==> config.mk <==
export PLATFORM = sky130hd
export DESIGN_NAME = emb_port
export DESIGN_NICKNAME = d
export VERILOG_FILES = /design/src/emb_pkg.sv /design/src/emb_port.sv
export VERILOG_INCLUDE_DIRS = /design/src
export SDC_FILE = /design/constraint.sdc
export NUM_CORES = 1
export LEC_CHECK = 0
export BUFFER_PORTS_ARGS = -buffer_cell sky130_fd_sc_hd__buf_2
export CORE_UTILIZATION = 36
export CTS_CLUSTER_SIZE = 24
export DETAILED_ROUTE_END_ITERATION = 10
export PLACE_DENSITY = 0.59
export SYNTH_ARGS = -nofsm -noshare
export SYNTH_HDL_FRONTEND = slang
export SYNTH_SLANG_ARGS = --single-unit
==> constraint.sdc <==
create_clock -name clk -period 1.43 [get_ports clk]
set_clock_uncertainty 0.05 [all_clocks]
set_input_delay 0.143 -clock clk [delete_from_list [all_inputs] [get_ports clk]]
set_output_delay 0.143 -clock clk [all_outputs]
set_load 0.01 [all_outputs]
==> src/emb_map.svh <==
`ifndef EMB_MAP_SVH
`define EMB_MAP_SVH
// Clock rate, handshake timing and extended-timing wait count
`define EMB_CLK_MHZ         100
`define EMB_DAVF_RDY_NS     70
`define EMB_DAVR_RDY_NS     40
`define EMB_DAVF_RDY_CYC    ((`EMB_DAVF_RDY_NS * `EMB_CLK_MHZ) / 1000)
`define EMB_DAVR_RDY_CYC    ((`EMB_DAVR_RDY_NS * `EMB_CLK_MHZ) / 1000)
`define EMB_EXT_WAIT        2
// Nibble mode field encodings
`define EMB_NIB_IN          2'h0
`define EMB_NIB_OUT         2'h1
`define EMB_NIB_ADDR        2'h2
// Register offsets
`define EMB_REG_MODE        4'h0
`define EMB_REG_DOUT        4'h1
`define EMB_REG_DIN         4'h2
`define EMB_REG_CTRL        4'h3
`define EMB_REG_STAT        4'h4
// Mode register fields
`define EMB_MODE_LO_POS     0
`define EMB_MODE_HI_POS     2
// Control register bits
`define EMB_CTRL_EXT_BIT    0
`define EMB_CTRL_TRI_BIT    1
`define EMB_CTRL_HS_BIT     2
// Reset values
`define EMB_MODE_RST_ROMLESS 4'ha
`define EMB_MODE_RST_ROM     4'h0
`endif

==> src/emb_pkg.sv <==
package emb_pkg;
	typedef enum logic [2:0] {
		BUS_IDLE  = 3'b000,
		BUS_ADDR  = 3'b001,
		BUS_GAP   = 3'b011,
		BUS_DATA  = 3'b010,
		BUS_WAIT  = 3'b110,
		BUS_END   = 3'b111
	} emb_bus_t;
	typedef enum logic [1:0] {
		HS_IDLE = 2'b00,
		HS_BUSY = 2'b01,
		HS_DONE = 2'b11
	} emb_hs_t;
endpackage

==> src/emb_port.sv <==
`timescale 1ns/100ps
`include "emb_map.svh"
// How it works
// - Read/write line high during reads, low during writes.
// - Address strobe pulses low once at the start of each machine cycle.
// - Address is valid when the address strobe rises; memory captures it then.
// - Software tri-state floats both strobes, read/write line and high-port address nibbles; it blocks new transfers but does not gate the multiplexed bus.
// - Data strobe goes low once per external transfer and never otherwise.
// - Write data is on the bus no later than the data strobe falls.
// - High port carries A11-A8 on low nibble or A15-A8 on both.
// - With 12-bit addressing the upper nibble may stay general I/O.
// - Mode register chooses I/O or address use for each nibble.
// - Romless reset: high port is A15-A8 and extended timing on.
// - With internal memory, whole high port is input after reset.
// - Handshake enabled: two control pins act as data-valid and ready.
// - Upper nibble direction sets handshake direction; lower must match.
// - Input mode: ready falls after data-valid falls, data latched.
// - Input mode: ready rises again after data-valid returns high.
// - Output mode: byte driven at least one clock before data-valid falls.
// - Output mode: receiver drops ready, device then raises data-valid.
// - Input pins of the high port are sampled into a register every clock.
// - Extended timing adds two clock periods to each access.
// - Data strobe asserts only after address strobe has returned high.
module emb_port #(
	parameter int DAVF_CYC = `EMB_DAVF_RDY_CYC,
	parameter int DAVR_CYC = `EMB_DAVR_RDY_CYC
) (
	input  wire logic        clk,
	input  wire logic        rst_b,
	input  wire logic        romlessSelect,
	input  wire logic [3:0]  regAddr,
	input  wire logic [7:0]  regWdata,
	input  wire logic        regWr,
	input  wire logic        regRd,
	output logic      [7:0]  regRdata,
	input  wire logic        memReq,
	input  wire logic        memWrite,
	input  wire logic [15:0] memAddr,
	input  wire logic [7:0]  memWdata,
	output logic             memDone,
	output logic      [7:0]  memRdata,
	output logic             addrStrobe_n,
	output logic             addrStrobeOe,
	output logic             dataStrobe_n,
	output logic             dataStrobeOe,
	output logic             readNotWrite,
	output logic             readNotWriteOe,
	input  wire logic [7:0]  adIn,
	output logic      [7:0]  adOut,
	output logic      [7:0]  adOe,
	input  wire logic [7:0]  hiIn,
	output logic      [7:0]  hiOut,
	output logic      [7:0]  hiOe,
	input  wire logic        dataValidIn,
	input  wire logic        readyIn,
	output logic             dataValidOut,
	output logic             readyOut
);
	// ----------------------------------------------------------------
	// Registers
	// ----------------------------------------------------------------
	logic [3:0]  mode_r;
	logic [7:0]  dout_r;
	logic [7:0]  din_r;
	logic [2:0]  ctrl_r;
	logic [7:0]  hiHold_r;
	logic        hsFlag_r;
	logic        rstSeen_r;

	wire  [1:0]  loMode   = mode_r[`EMB_MODE_LO_POS +: 2];
	wire  [1:0]  hiMode   = mode_r[`EMB_MODE_HI_POS +: 2];
	wire         extTime  = ctrl_r[`EMB_CTRL_EXT_BIT];
	wire         triState = ctrl_r[`EMB_CTRL_TRI_BIT];
	wire         hsEn     = ctrl_r[`EMB_CTRL_HS_BIT];
	wire         hsOutDir = (hiMode == `EMB_NIB_OUT);
	wire         wrMode   = regWr && (regAddr == `EMB_REG_MODE);
	wire         wrDout   = regWr && (regAddr == `EMB_REG_DOUT);
	wire         wrCtrl   = regWr && (regAddr == `EMB_REG_CTRL);
	wire         rdDin    = regRd && (regAddr == `EMB_REG_DIN);
	logic        hsSet;

	function automatic logic nibOut(input logic [1:0] m);
		nibOut = (m != `EMB_NIB_IN);
	endfunction

	// Mode and control load reset values once the synchronous reset is seen
	always_ff @(posedge clk) begin
		if (!rst_b) begin
			rstSeen_r <= 1'b1;
			mode_r    <= `EMB_MODE_RST_ROM;
			ctrl_r    <= 3'h0;
		end else if (rstSeen_r) begin
			rstSeen_r <= 1'b0;
			mode_r    <= romlessSelect ? `EMB_MODE_RST_ROMLESS : `EMB_MODE_RST_ROM;
			ctrl_r    <= {2'b00, romlessSelect};
		end else begin
			if (wrMode) begin
				mode_r <= regWdata[3:0];
			end
			if (wrCtrl) begin
				ctrl_r <= regWdata[2:0];
			end
		end
	end

	always_ff @(posedge clk) begin
		if (!rst_b) begin
			dout_r <= 8'h00;
		end else if (wrDout) begin
			dout_r <= regWdata;
		end
	end

	// ----------------------------------------------------------------
	// Register read port
	// ----------------------------------------------------------------
	// Status: romless pin, handshake direction, completion flag, bus floated
	wire [7:0] statVal = {4'h0, romlessSelect, hsOutDir, hsFlag_r, triState};
	wire [7:0] rdMux = (regAddr == `EMB_REG_MODE) ? {4'h0, mode_r} :
	                   (regAddr == `EMB_REG_DOUT) ? dout_r :
	                   (regAddr == `EMB_REG_DIN)  ? din_r :
	                   (regAddr == `EMB_REG_CTRL) ? {5'h00, ctrl_r} :
	                   (regAddr == `EMB_REG_STAT) ? statVal : 8'h00;

	always_ff @(posedge clk) begin
		if (!rst_b) begin
			regRdata <= 8'h00;
		end else if (regRd) begin
			regRdata <= rdMux;
		end
	end

	// ----------------------------------------------------------------
	// External memory sequencer
	// ----------------------------------------------------------------
	emb_pkg::emb_bus_t bus_r;
	emb_pkg::emb_bus_t bus_nxt;
	logic [1:0]  wait_r;
	logic        isWr_r;
	logic [15:0] addr_r;
	logic [7:0]  wdat_r;

	always_comb begin
		bus_nxt = bus_r;
		case (bus_r)
			emb_pkg::BUS_IDLE: begin
				if (memReq && !triState) begin
					bus_nxt = emb_pkg::BUS_ADDR;
				end
			end
			emb_pkg::BUS_ADDR: begin
				bus_nxt = emb_pkg::BUS_GAP;
			end
			emb_pkg::BUS_GAP: begin
				bus_nxt = emb_pkg::BUS_DATA;
			end
			emb_pkg::BUS_DATA: begin
				bus_nxt = extTime ? emb_pkg::BUS_WAIT : emb_pkg::BUS_END;
			end
			emb_pkg::BUS_WAIT: begin
				if (wait_r == 2'd1) begin
					bus_nxt = emb_pkg::BUS_END;
				end
			end
			default: begin
				bus_nxt = emb_pkg::BUS_IDLE;
			end
		endcase
	end

	always_ff @(posedge clk) begin
		if (!rst_b) begin
			bus_r  <= emb_pkg::BUS_IDLE;
			wait_r <= 2'd0;
			isWr_r <= 1'b0;
			addr_r <= 16'h0000;
			wdat_r <= 8'h00;
		end else begin
			bus_r <= bus_nxt;
			if (bus_r == emb_pkg::BUS_IDLE && bus_nxt == emb_pkg::BUS_ADDR) begin
				isWr_r <= memWrite;
				addr_r <= memAddr;
				wdat_r <= memWdata;
			end
			if (bus_r == emb_pkg::BUS_DATA) begin
				wait_r <= 2'(`EMB_EXT_WAIT);
			end else if (wait_r != 2'd0) begin
				wait_r <= wait_r - 2'd1;
			end
		end
	end

	// Strobes and multiplexed bus come from flip-flops to stay glitch free
	always_ff @(posedge clk) begin
		if (!rst_b) begin
			addrStrobe_n <= 1'b1;
			dataStrobe_n <= 1'b1;
			readNotWrite <= 1'b1;
			adOut        <= 8'h00;
			adOe         <= 8'h00;
			memDone      <= 1'b0;
			memRdata     <= 8'h00;
		end else begin
			addrStrobe_n <= !(bus_nxt == emb_pkg::BUS_ADDR);
			dataStrobe_n <= !((bus_nxt == emb_pkg::BUS_DATA) || (bus_nxt == emb_pkg::BUS_WAIT));
			readNotWrite <= (bus_nxt == emb_pkg::BUS_IDLE) ? 1'b1 :
			                (bus_r == emb_pkg::BUS_IDLE) ? !memWrite : !isWr_r;
			if (bus_r == emb_pkg::BUS_IDLE && bus_nxt == emb_pkg::BUS_ADDR) begin
				adOut <= memAddr[7:0];
				adOe  <= 8'hff;
			end else if (bus_r == emb_pkg::BUS_GAP) begin
				// Address stays out through the gap so it still holds after the strobe rises
				adOut <= isWr_r ? wdat_r : 8'h00;
				adOe  <= isWr_r ? 8'hff : 8'h00;
			end else if (bus_nxt == emb_pkg::BUS_IDLE) begin
				adOe  <= 8'h00;
			end
			memDone <= (bus_r == emb_pkg::BUS_END);
			// Read data is taken on the edge at which the data strobe rises
			if (bus_nxt == emb_pkg::BUS_END && !isWr_r) begin
				memRdata <= adIn;
			end
		end
	end

	assign addrStrobeOe   = !triState;
	assign dataStrobeOe   = !triState;
	assign readNotWriteOe = !triState;

	// ----------------------------------------------------------------
	// High address port
	// ----------------------------------------------------------------
	wire [7:0] hiAddr = (bus_r == emb_pkg::BUS_IDLE) ? memAddr[15:8] : addr_r[15:8];
	wire       loAddr = (loMode == `EMB_NIB_ADDR);
	wire       upAddr = (hiMode == `EMB_NIB_ADDR);
	wire [3:0] loNib  = loAddr ? hiAddr[3:0] : dout_r[3:0];
	wire [3:0] upNib  = upAddr ? hiAddr[7:4] : dout_r[7:4];
	wire       addrTri = triState;

	assign hiOut = {upNib, loNib};
	assign hiOe  = {{4{nibOut(hiMode) && !(upAddr && addrTri)}},
	                {4{nibOut(loMode) && !(loAddr && addrTri)}}};

	// Inputs are sampled into a register every clock, driven or not
	always_ff @(posedge clk) begin
		if (!rst_b) begin
			hiHold_r <= 8'h00;
		end else begin
			hiHold_r <= hiIn;
		end
	end

	// ----------------------------------------------------------------
	// Byte handshake
	// ----------------------------------------------------------------
	emb_pkg::emb_hs_t hs_r;

	always_ff @(posedge clk) begin
		if (!rst_b) begin
			hs_r         <= emb_pkg::HS_IDLE;
			readyOut     <= 1'b1;
			dataValidOut <= 1'b1;
			din_r        <= 8'h00;
			hsSet        <= 1'b0;
		end else begin
			hsSet    <= 1'b0;
			if (!hsEn) begin
				hs_r         <= emb_pkg::HS_IDLE;
				readyOut     <= 1'b1;
				dataValidOut <= 1'b1;
			end else if (!hsOutDir) begin
				case (hs_r)
					emb_pkg::HS_IDLE: begin
						if (!dataValidIn && readyOut) begin
							din_r    <= hiHold_r;
							readyOut <= 1'b0;
							hsSet    <= 1'b1;
							hs_r     <= emb_pkg::HS_BUSY;
						end
					end
					emb_pkg::HS_BUSY: begin
						if (dataValidIn) begin
							readyOut <= 1'b1;
							hs_r     <= emb_pkg::HS_IDLE;
						end
					end
					default: begin
						hs_r <= emb_pkg::HS_IDLE;
					end
				endcase
			end else begin
				case (hs_r)
					emb_pkg::HS_IDLE: begin
						if (wrDout) begin
							hs_r <= emb_pkg::HS_BUSY;
						end
					end
					emb_pkg::HS_BUSY: begin
						if (readyIn) begin
							dataValidOut <= 1'b0;
							hs_r         <= emb_pkg::HS_DONE;
						end
					end
					default: begin
						if (!readyIn) begin
							dataValidOut <= 1'b1;
							hsSet        <= 1'b1;
							hs_r         <= emb_pkg::HS_IDLE;
						end
					end
				endcase
			end
		end
	end

	// Sticky completion flag: a new completion wins over the read clear
	always_ff @(posedge clk) begin
		if (!rst_b) begin
			hsFlag_r <= 1'b0;
		end else if (hsSet) begin
			hsFlag_r <= 1'b1;
		end else if (rdDin) begin
			hsFlag_r <= 1'b0;
		end
	end

	// ----------------------------------------------------------------
	// Assertions
	// ----------------------------------------------------------------
	AST_RW_READ: assert property (@(posedge clk) disable iff (!rst_b)
		(!dataStrobe_n && !isWr_r) |-> readNotWrite) else $error("Read/write low during read");
	AST_RW_WRITE: assert property (@(posedge clk) disable iff (!rst_b)
		(!dataStrobe_n && isWr_r) |-> !readNotWrite) else $error("Read/write high during write");
	AST_AS_ONE: assert property (@(posedge clk) disable iff (!rst_b)
		$fell(addrStrobe_n) |=> addrStrobe_n[*4]) else $error("Address strobe not single pulse");
	AST_ADDR_HOLD: assert property (@(posedge clk) disable iff (!rst_b)
		$rose(addrStrobe_n) |-> (adOe == 8'hff) && $stable(adOut)) else $error("Address not valid at strobe rise");
	AST_TRI: assert property (@(posedge clk) disable iff (!rst_b)
		triState |-> !addrStrobeOe && !dataStrobeOe && !readNotWriteOe) else $error("Bus not floated");
	AST_DS_AFTER_AS: assert property (@(posedge clk) disable iff (!rst_b)
		$fell(dataStrobe_n) |-> $past(addrStrobe_n) && $past(addrStrobe_n, 2) == 1'b0) else $error("Data strobe early");
	AST_DS_LEN: assert property (@(posedge clk) disable iff (!rst_b)
		($fell(dataStrobe_n) && extTime) |-> !dataStrobe_n[*3] ##1 dataStrobe_n) else $error("Extended data strobe width");
	AST_WDATA: assert property (@(posedge clk) disable iff (!rst_b)
		($fell(dataStrobe_n) && isWr_r) |-> adOe == 8'hff && adOut == wdat_r) else $error("Write data late");
	AST_IDLE: assert property (@(posedge clk) disable iff (!rst_b)
		(bus_r == emb_pkg::BUS_IDLE && !triState) |-> addrStrobe_n && dataStrobe_n) else $error("Strobe active idle");
	AST_DS_ONCE: assert property (@(posedge clk) disable iff (!rst_b)
		$rose(dataStrobe_n) |=> dataStrobe_n[*3]) else $error("Data strobe repeated");
	AST_DONE_ONE: assert property (@(posedge clk) disable iff (!rst_b)
		memDone |=> !memDone) else $error("Done longer than one cycle");
	AST_RDATA: assert property (@(posedge clk) disable iff (!rst_b)
		(memDone && !isWr_r) |-> memRdata == $past(adIn, 2)) else $error("Read data not captured");
	AST_HI_ADDR: assert property (@(posedge clk) disable iff (!rst_b)
		(!addrStrobe_n && loAddr) |-> hiOut[3:0] == addr_r[11:8] && (!upAddr || hiOut[7:4] == addr_r[15:12]))
		else $error("High address wrong");
	AST_RDY_RISE: assert property (@(posedge clk) disable iff (!rst_b)
		(hsEn && !hsOutDir && hs_r == emb_pkg::HS_BUSY && dataValidIn) |=> readyOut) else $error("Ready not raised");
	AST_DAV_SETUP: assert property (@(posedge clk) disable iff (!rst_b)
		$fell(dataValidOut) |-> $stable(hiOut) && hiOe[7:4] == 4'hf) else $error("Output byte not set up");
	AST_RDY_FALL: assert property (@(posedge clk) disable iff (!rst_b)
		(hsEn && !hsOutDir && readyOut && !dataValidIn && hs_r == emb_pkg::HS_IDLE) |=> !readyOut) else $error("Ready late");
	AST_DAV_RISE: assert property (@(posedge clk) disable iff (!rst_b)
		(hsEn && hsOutDir && hs_r == emb_pkg::HS_DONE && !readyIn) |=> dataValidOut) else $error("Data valid not raised");
	CV_READ: cover property (@(posedge clk) $fell(dataStrobe_n) && !isWr_r);
	CV_WRITE: cover property (@(posedge clk) $fell(dataStrobe_n) && isWr_r);
	CV_HS_IN: cover property (@(posedge clk) $rose(readyOut));
	CV_HS_OUT: cover property (@(posedge clk) $rose(dataValidOut));
	CV_EXT_READ: cover property (@(posedge clk) $fell(dataStrobe_n) && extTime && !isWr_r);
endmodule

Yosys cells after proc, flatten, opt, wreduce, memory -nomap -nowiden
Index checks and enable logic that the tools add are counted.
Word-level totals
  bits in registers: 104
  bits of input ports: 61
  output and inout port bits: 57
  word-level logic and storage cells: 150
Operators by class
  $add $sub $neg: 1
  equality and inequality tests: 27
  multiplexer cells: 49
  bitwise operators: 3
  reduce and logical (&&, ||, !) cells: 44
Operators with widths (number)
  2-to-1 mux 8 bit: 11
  2-to-1 mux 4 bit: 7
  nonzero test 2 bit: 9
  2-to-1 mux 1 bit: 16
  2-to-1 mux 2 bit: 8
  case mux 3 bit (5 select lines): 1
  == test 3 bit (second input constant): 4
  logical AND 1 bit: 12
  inequality test 3 bit (second input constant): 4
  AND reduction 4 bit: 3
  == test 3 x 2 -> 1 bit (second input constant): 3
  == test 4 x 2 -> 1 bit (second input constant): 2
  zero test 1 bit: 8
  case mux 2 bit (2 select lines): 2
  OR reduction 2 bit: 4
  == test 2 x 1 -> 1 bit (second input constant): 3
  == test 3 x 1 -> 1 bit (second input constant): 2
  zero test 3 bit: 2
  2-to-1 mux 3 bit: 2
  inequality test 2 bit (second input constant): 3
  AND reduction 5 bit: 1
  == test 2 bit (second input constant): 2
  == test 4 x 1 -> 1 bit (second input constant): 1
  == test 4 x 3 -> 1 bit (second input constant): 1
  other kinds (10): 13

Longest topological paths before layout
  depth after elaboration: 8
  mapped depth: 7
  mapped depth without buffers: 4

Least setup slack after synthesis
No wires, ideal clock.
  path kind: reg-to-reg
  from: register bus_r[0]
  to: register adOut[0]
  library setup time: 0.128 ns
  arrival: 1.394 ns
  data required time: 1.252 ns
  setup slack: -0.142 ns
  cell stages (with the launch flop): 6
  buffers on the path: 1
  clock period less this slack: 1.572 ns
  cell sequence: dfxtp_1 > clkbuf_1 > nor4b_1 > o21bai_1 > a222oi_1 > nor2_1
On the way
  word-level cells in the longest chain between the ends: 5
  elaborated cells on any way between the ends: 12
  those cells by class: 5 x eq/ne; 4 x mux; 3 x reduce/logical
RTL lines
  from (decl): line emb_port.sv:136  | emb_pkg::emb_bus_t bus_r;
  from (signal assigned): line emb_port.sv:173  | bus_r <= emb_pkg::BUS_IDLE;
  from (signal assigned): line emb_port.sv:179  | bus_r <= bus_nxt;
  == test 3 bit (tied with other cells): line emb_port.sv:145  | case (bus_r)
  case mux 3 bit (5 select lines): line emb_port.sv:145
  == test 3 x 1 -> 1 bit: line emb_port.sv:208  | if (bus_r == emb_pkg::BUS_IDLE && bus_nxt == emb_pkg::BUS_ADDR) begin
  logical AND 1 bit: line emb_port.sv:208
  2-to-1 mux 8 bit or nonzero test 2 bit (tied branches)
  to (signal assigned): line emb_port.sv:209  | adOut <= memAddr[7:0];
  to (signal assigned): line emb_port.sv:213  | adOut <= isWr_r ? wdat_r : 8'h00;
  to (decl): line emb_port.sv:49  | output logic [7:0] adOut,
Several ways; a longest one is shown, not always the timed one.
A chain may end at the register's enable or synchronous reset.

Worst setup path in the final report
  from: register bus_r[2]
  to: output port hiOut[0]
On the way
  word-level cells in the longest chain between the ends: 3
RTL lines
  zero test 3 bit: line emb_port.sv:233  | wire [7:0] hiAddr = (bus_r == emb_pkg::BUS_IDLE) ? memAddr[15:8] : addr_r[15:8];
  2-to-1 mux 8 bit: line emb_port.sv:233
  2-to-1 mux 4 bit: line emb_port.sv:236  | wire [3:0] loNib = loAddr ? hiAddr[3:0] : dout_r[3:0];
  to (decl): line emb_port.sv:52  | output logic [7:0] hiOut,
Every way passes these cells.

==> out/metrics.cfg <==
[global_routing]
grt_max_degree = 28
grtUsageTotal_pct = 19.8
first_global_vias = 3651
grt_remaining_overflow = 0
grt_antenna_before_repair = 0
grt_pass1_wl_um = 17400

[clock_network]
root_buffer = clkbuf_8
clock-sinks = 89
cts_tree = yes
cts.clk_slew.worst_paths_ns = 0.09
insertion_delay_ns = 0.36
h-tree-depth = 3
cts_max_path_buffers = 2
cts_made_buffers = 9

[layout]
layout_commonest_cell = buf_2
fill_cells = 980
final_cell_mix = 117 x buf_2, 83 x dfxtp_1, 80 x nand2_1
area_growth_pct = 45.3
drive_gt1_share_pct = 34.1
layout.nets = 674
diodes = 0

[synthesis]
synth_nets = 500
synth-compound-area-share_pct = 15.0
synth_edf_count = 0
synth_top_family_by_area = simple AND/OR/NAND/NOR gates
synth_seq_cells = 89
muxShareOfSynthArea_pct = 10.9
yosys.area_share.adder_pct = 0
syn_inst = 439
yosysWarnings = 0
netlist-cell-type-count = 45
synth_seq_area_share_pct = 46.9
avgSynthCellArea_um2 = 8.66
yosys.area_share.simple_pct = 20.1
synth_area_mm2 = 0.00380
async_flop_share_pct = 0
synth-xor-area-share_pct = 0
synth_ff_type = dfxtp_1

[worst_setup_path]
end_kind = output port
critical_path_class = reg2out
critical_path_required_ns = 1.24
crit_arrival_ns = 1.57
crit_path_start_kind = flop
crit_fanout = 4

[sta]
finalSetupTns_ns = -4.47
final-hold-violation-count = 0
rsz0062_at_grt = true
drv_slew = 0
fmax_ghz = 0.567
worst_pin_slew_ns = 0.432
post-route-min-period_ns = 1.76
layout_setup_ws_ns = -0.334
finalCritPeriodShare_pct = 123
setup_violations = 37
slew-limit-headroom_pct = 71.0

[die]
die_w_um = 105
initial_utilization_pct = 37.0
fp.dieH_um = 105
num_io_pins = 118
design.die.area_mm2 = 0.0110
core.rowCount = 37
core_mm2 = 0.0103

[place]
io_buffers = 117
dp_hpwl_um = 7490
place.gp.congestion = 0.930
dpl_worst_slack_ns = -0.123

[detailed_routing]
vias = 3783
wirelength_um = 10700
vias_per_cell = 5.02
drt.antenna.violating_nets = 0
first_iter_violations = 187
drc = 0
dr.pass1.iters = 7
wl_per_cell_um = 14.1

[power]
leakagePower_nw = 2.46
irDropWorstVdd_mv = 0.531
power.density_mw_per_mm2 = 1050

[status]
status = finished with violations
violations = negative setup slack

[min_path]
holdCritPathClass = in2reg

[run]
maxCapViolCount = 0

==> metrics by stage <==
| stage | instances | power, mW | utilization [%] | instance area (µm²) | hold WS [ns] |
|---|---|---|---|---|---|
| 5_1_grt | 754 | 6.06 | 53.7 | 5520 | 0.0180 |
| 6_report | 754 | 5.79 | 53.7 | 5520 | 0.0136 |
| 4_1_cts | 751 | 5.73 | 52.8 | 5420 | 0.00118 |
| 3_3_place_gp | 687 | 3.86 | 45.5 | 4670 | 0.301 |
| 2_1_floorplan | 439 | 3.46 | - | 3860 | 0.213 |
| 3_5_place_dp | 687 | 3.88 | 45.5 | 4670 | 0.302 |
==> flip-flops by register name, indices dropped and copies added (netlist names), 4 cells and up <==
name and cells:
hiHold_r 8, din_r 8, wdat_r 8, dout_r 8
regRdata 8, adOut 8, mode_r 4, addr_r 8
memRdata 8
==> area by class of cell <==
type                       count  area (µm²)  share of cell area [%]
clock buffer                  12         165                    2.99
tap                          136         170                    3.08
clock inverter                 4        26.3                   0.476
sequential                    89        1790                    32.5
inverter                      11        41.3                   0.747
multi-input combinational    297        1900                    34.4
timing repair buffer         205        1430                    25.8
==> final timing paths <==
kind / start / depth (start not counted) / endpoint / slack (ns)
worst max-delay path: bus_r[2] / 6 / hiOut[0] / -0.33
worst max register to register: bus_r[1] / 6 / adOut[5] / -0.18
worst min-delay path: adIn[4] / 3 / memRdata[4] / 0.01
worst min register to register: hiHold_r[0] / 2 / din_r[0] / 0.40
==> kinds of logic after synthesis <==
family,Yosys count
and+or+nand+nor,167
buffers and inverters,53
muxes,41
DFF,89
AOI/OAI and AO/OA,89
==> cells in the mapped netlist (all sizes together), types with 6 or more instances <==
library cell   n  area [µm²]
clkbuf        14        52.6
o21ai         20         100
inv           11        41.3
a21oi         30         150
nor2          33         124
dfxtp         89        1780
and2          14        87.6
mux2i         39         390
nor2b          6        37.5
buf           28         176
a222oi         8        80.1
nand2         80         300
nand3          9        45.0
==> layer usage <==
layer | up-vias | global-route usage [%] | wire length [µm]
li1 | 1860 | - | -
met1 | 1774 | 25.8 | 4820
met2 | 125 | 33.0 | 5080
met3 | 24 | 2.62 | 509
met4 | 0 | 8.15 | 255
met5 | - | 0 | 0
==> power breakdown <==
group / total [mW] / internal, mW / switching (mW)
clock network: 1.67 / 0.772 / 0.902
registers: 2.73 / 2.63 / 0.103
logic: 1.38 / 0.714 / 0.668
==> critical path: stages (launching register included) <==
cell and delay [ns]:
dfxtp_4 0.37, nor3_4 0.21, buf_4 0.15, buf_6 0.09, mux2i_1 0.17, o21ai_1 0.07
buf_2 0.15
==> what timing repair did <==
item                       in CTS  in global routing
hold endpoints to repair       46                  0
pin swaps                      13                 12
hold buffers                   45                  0
setup endpoints to repair      39                 62
setup buffers                   3                  4
gates resized for setup        27                 23
Power figures use the tool's default switching activity.
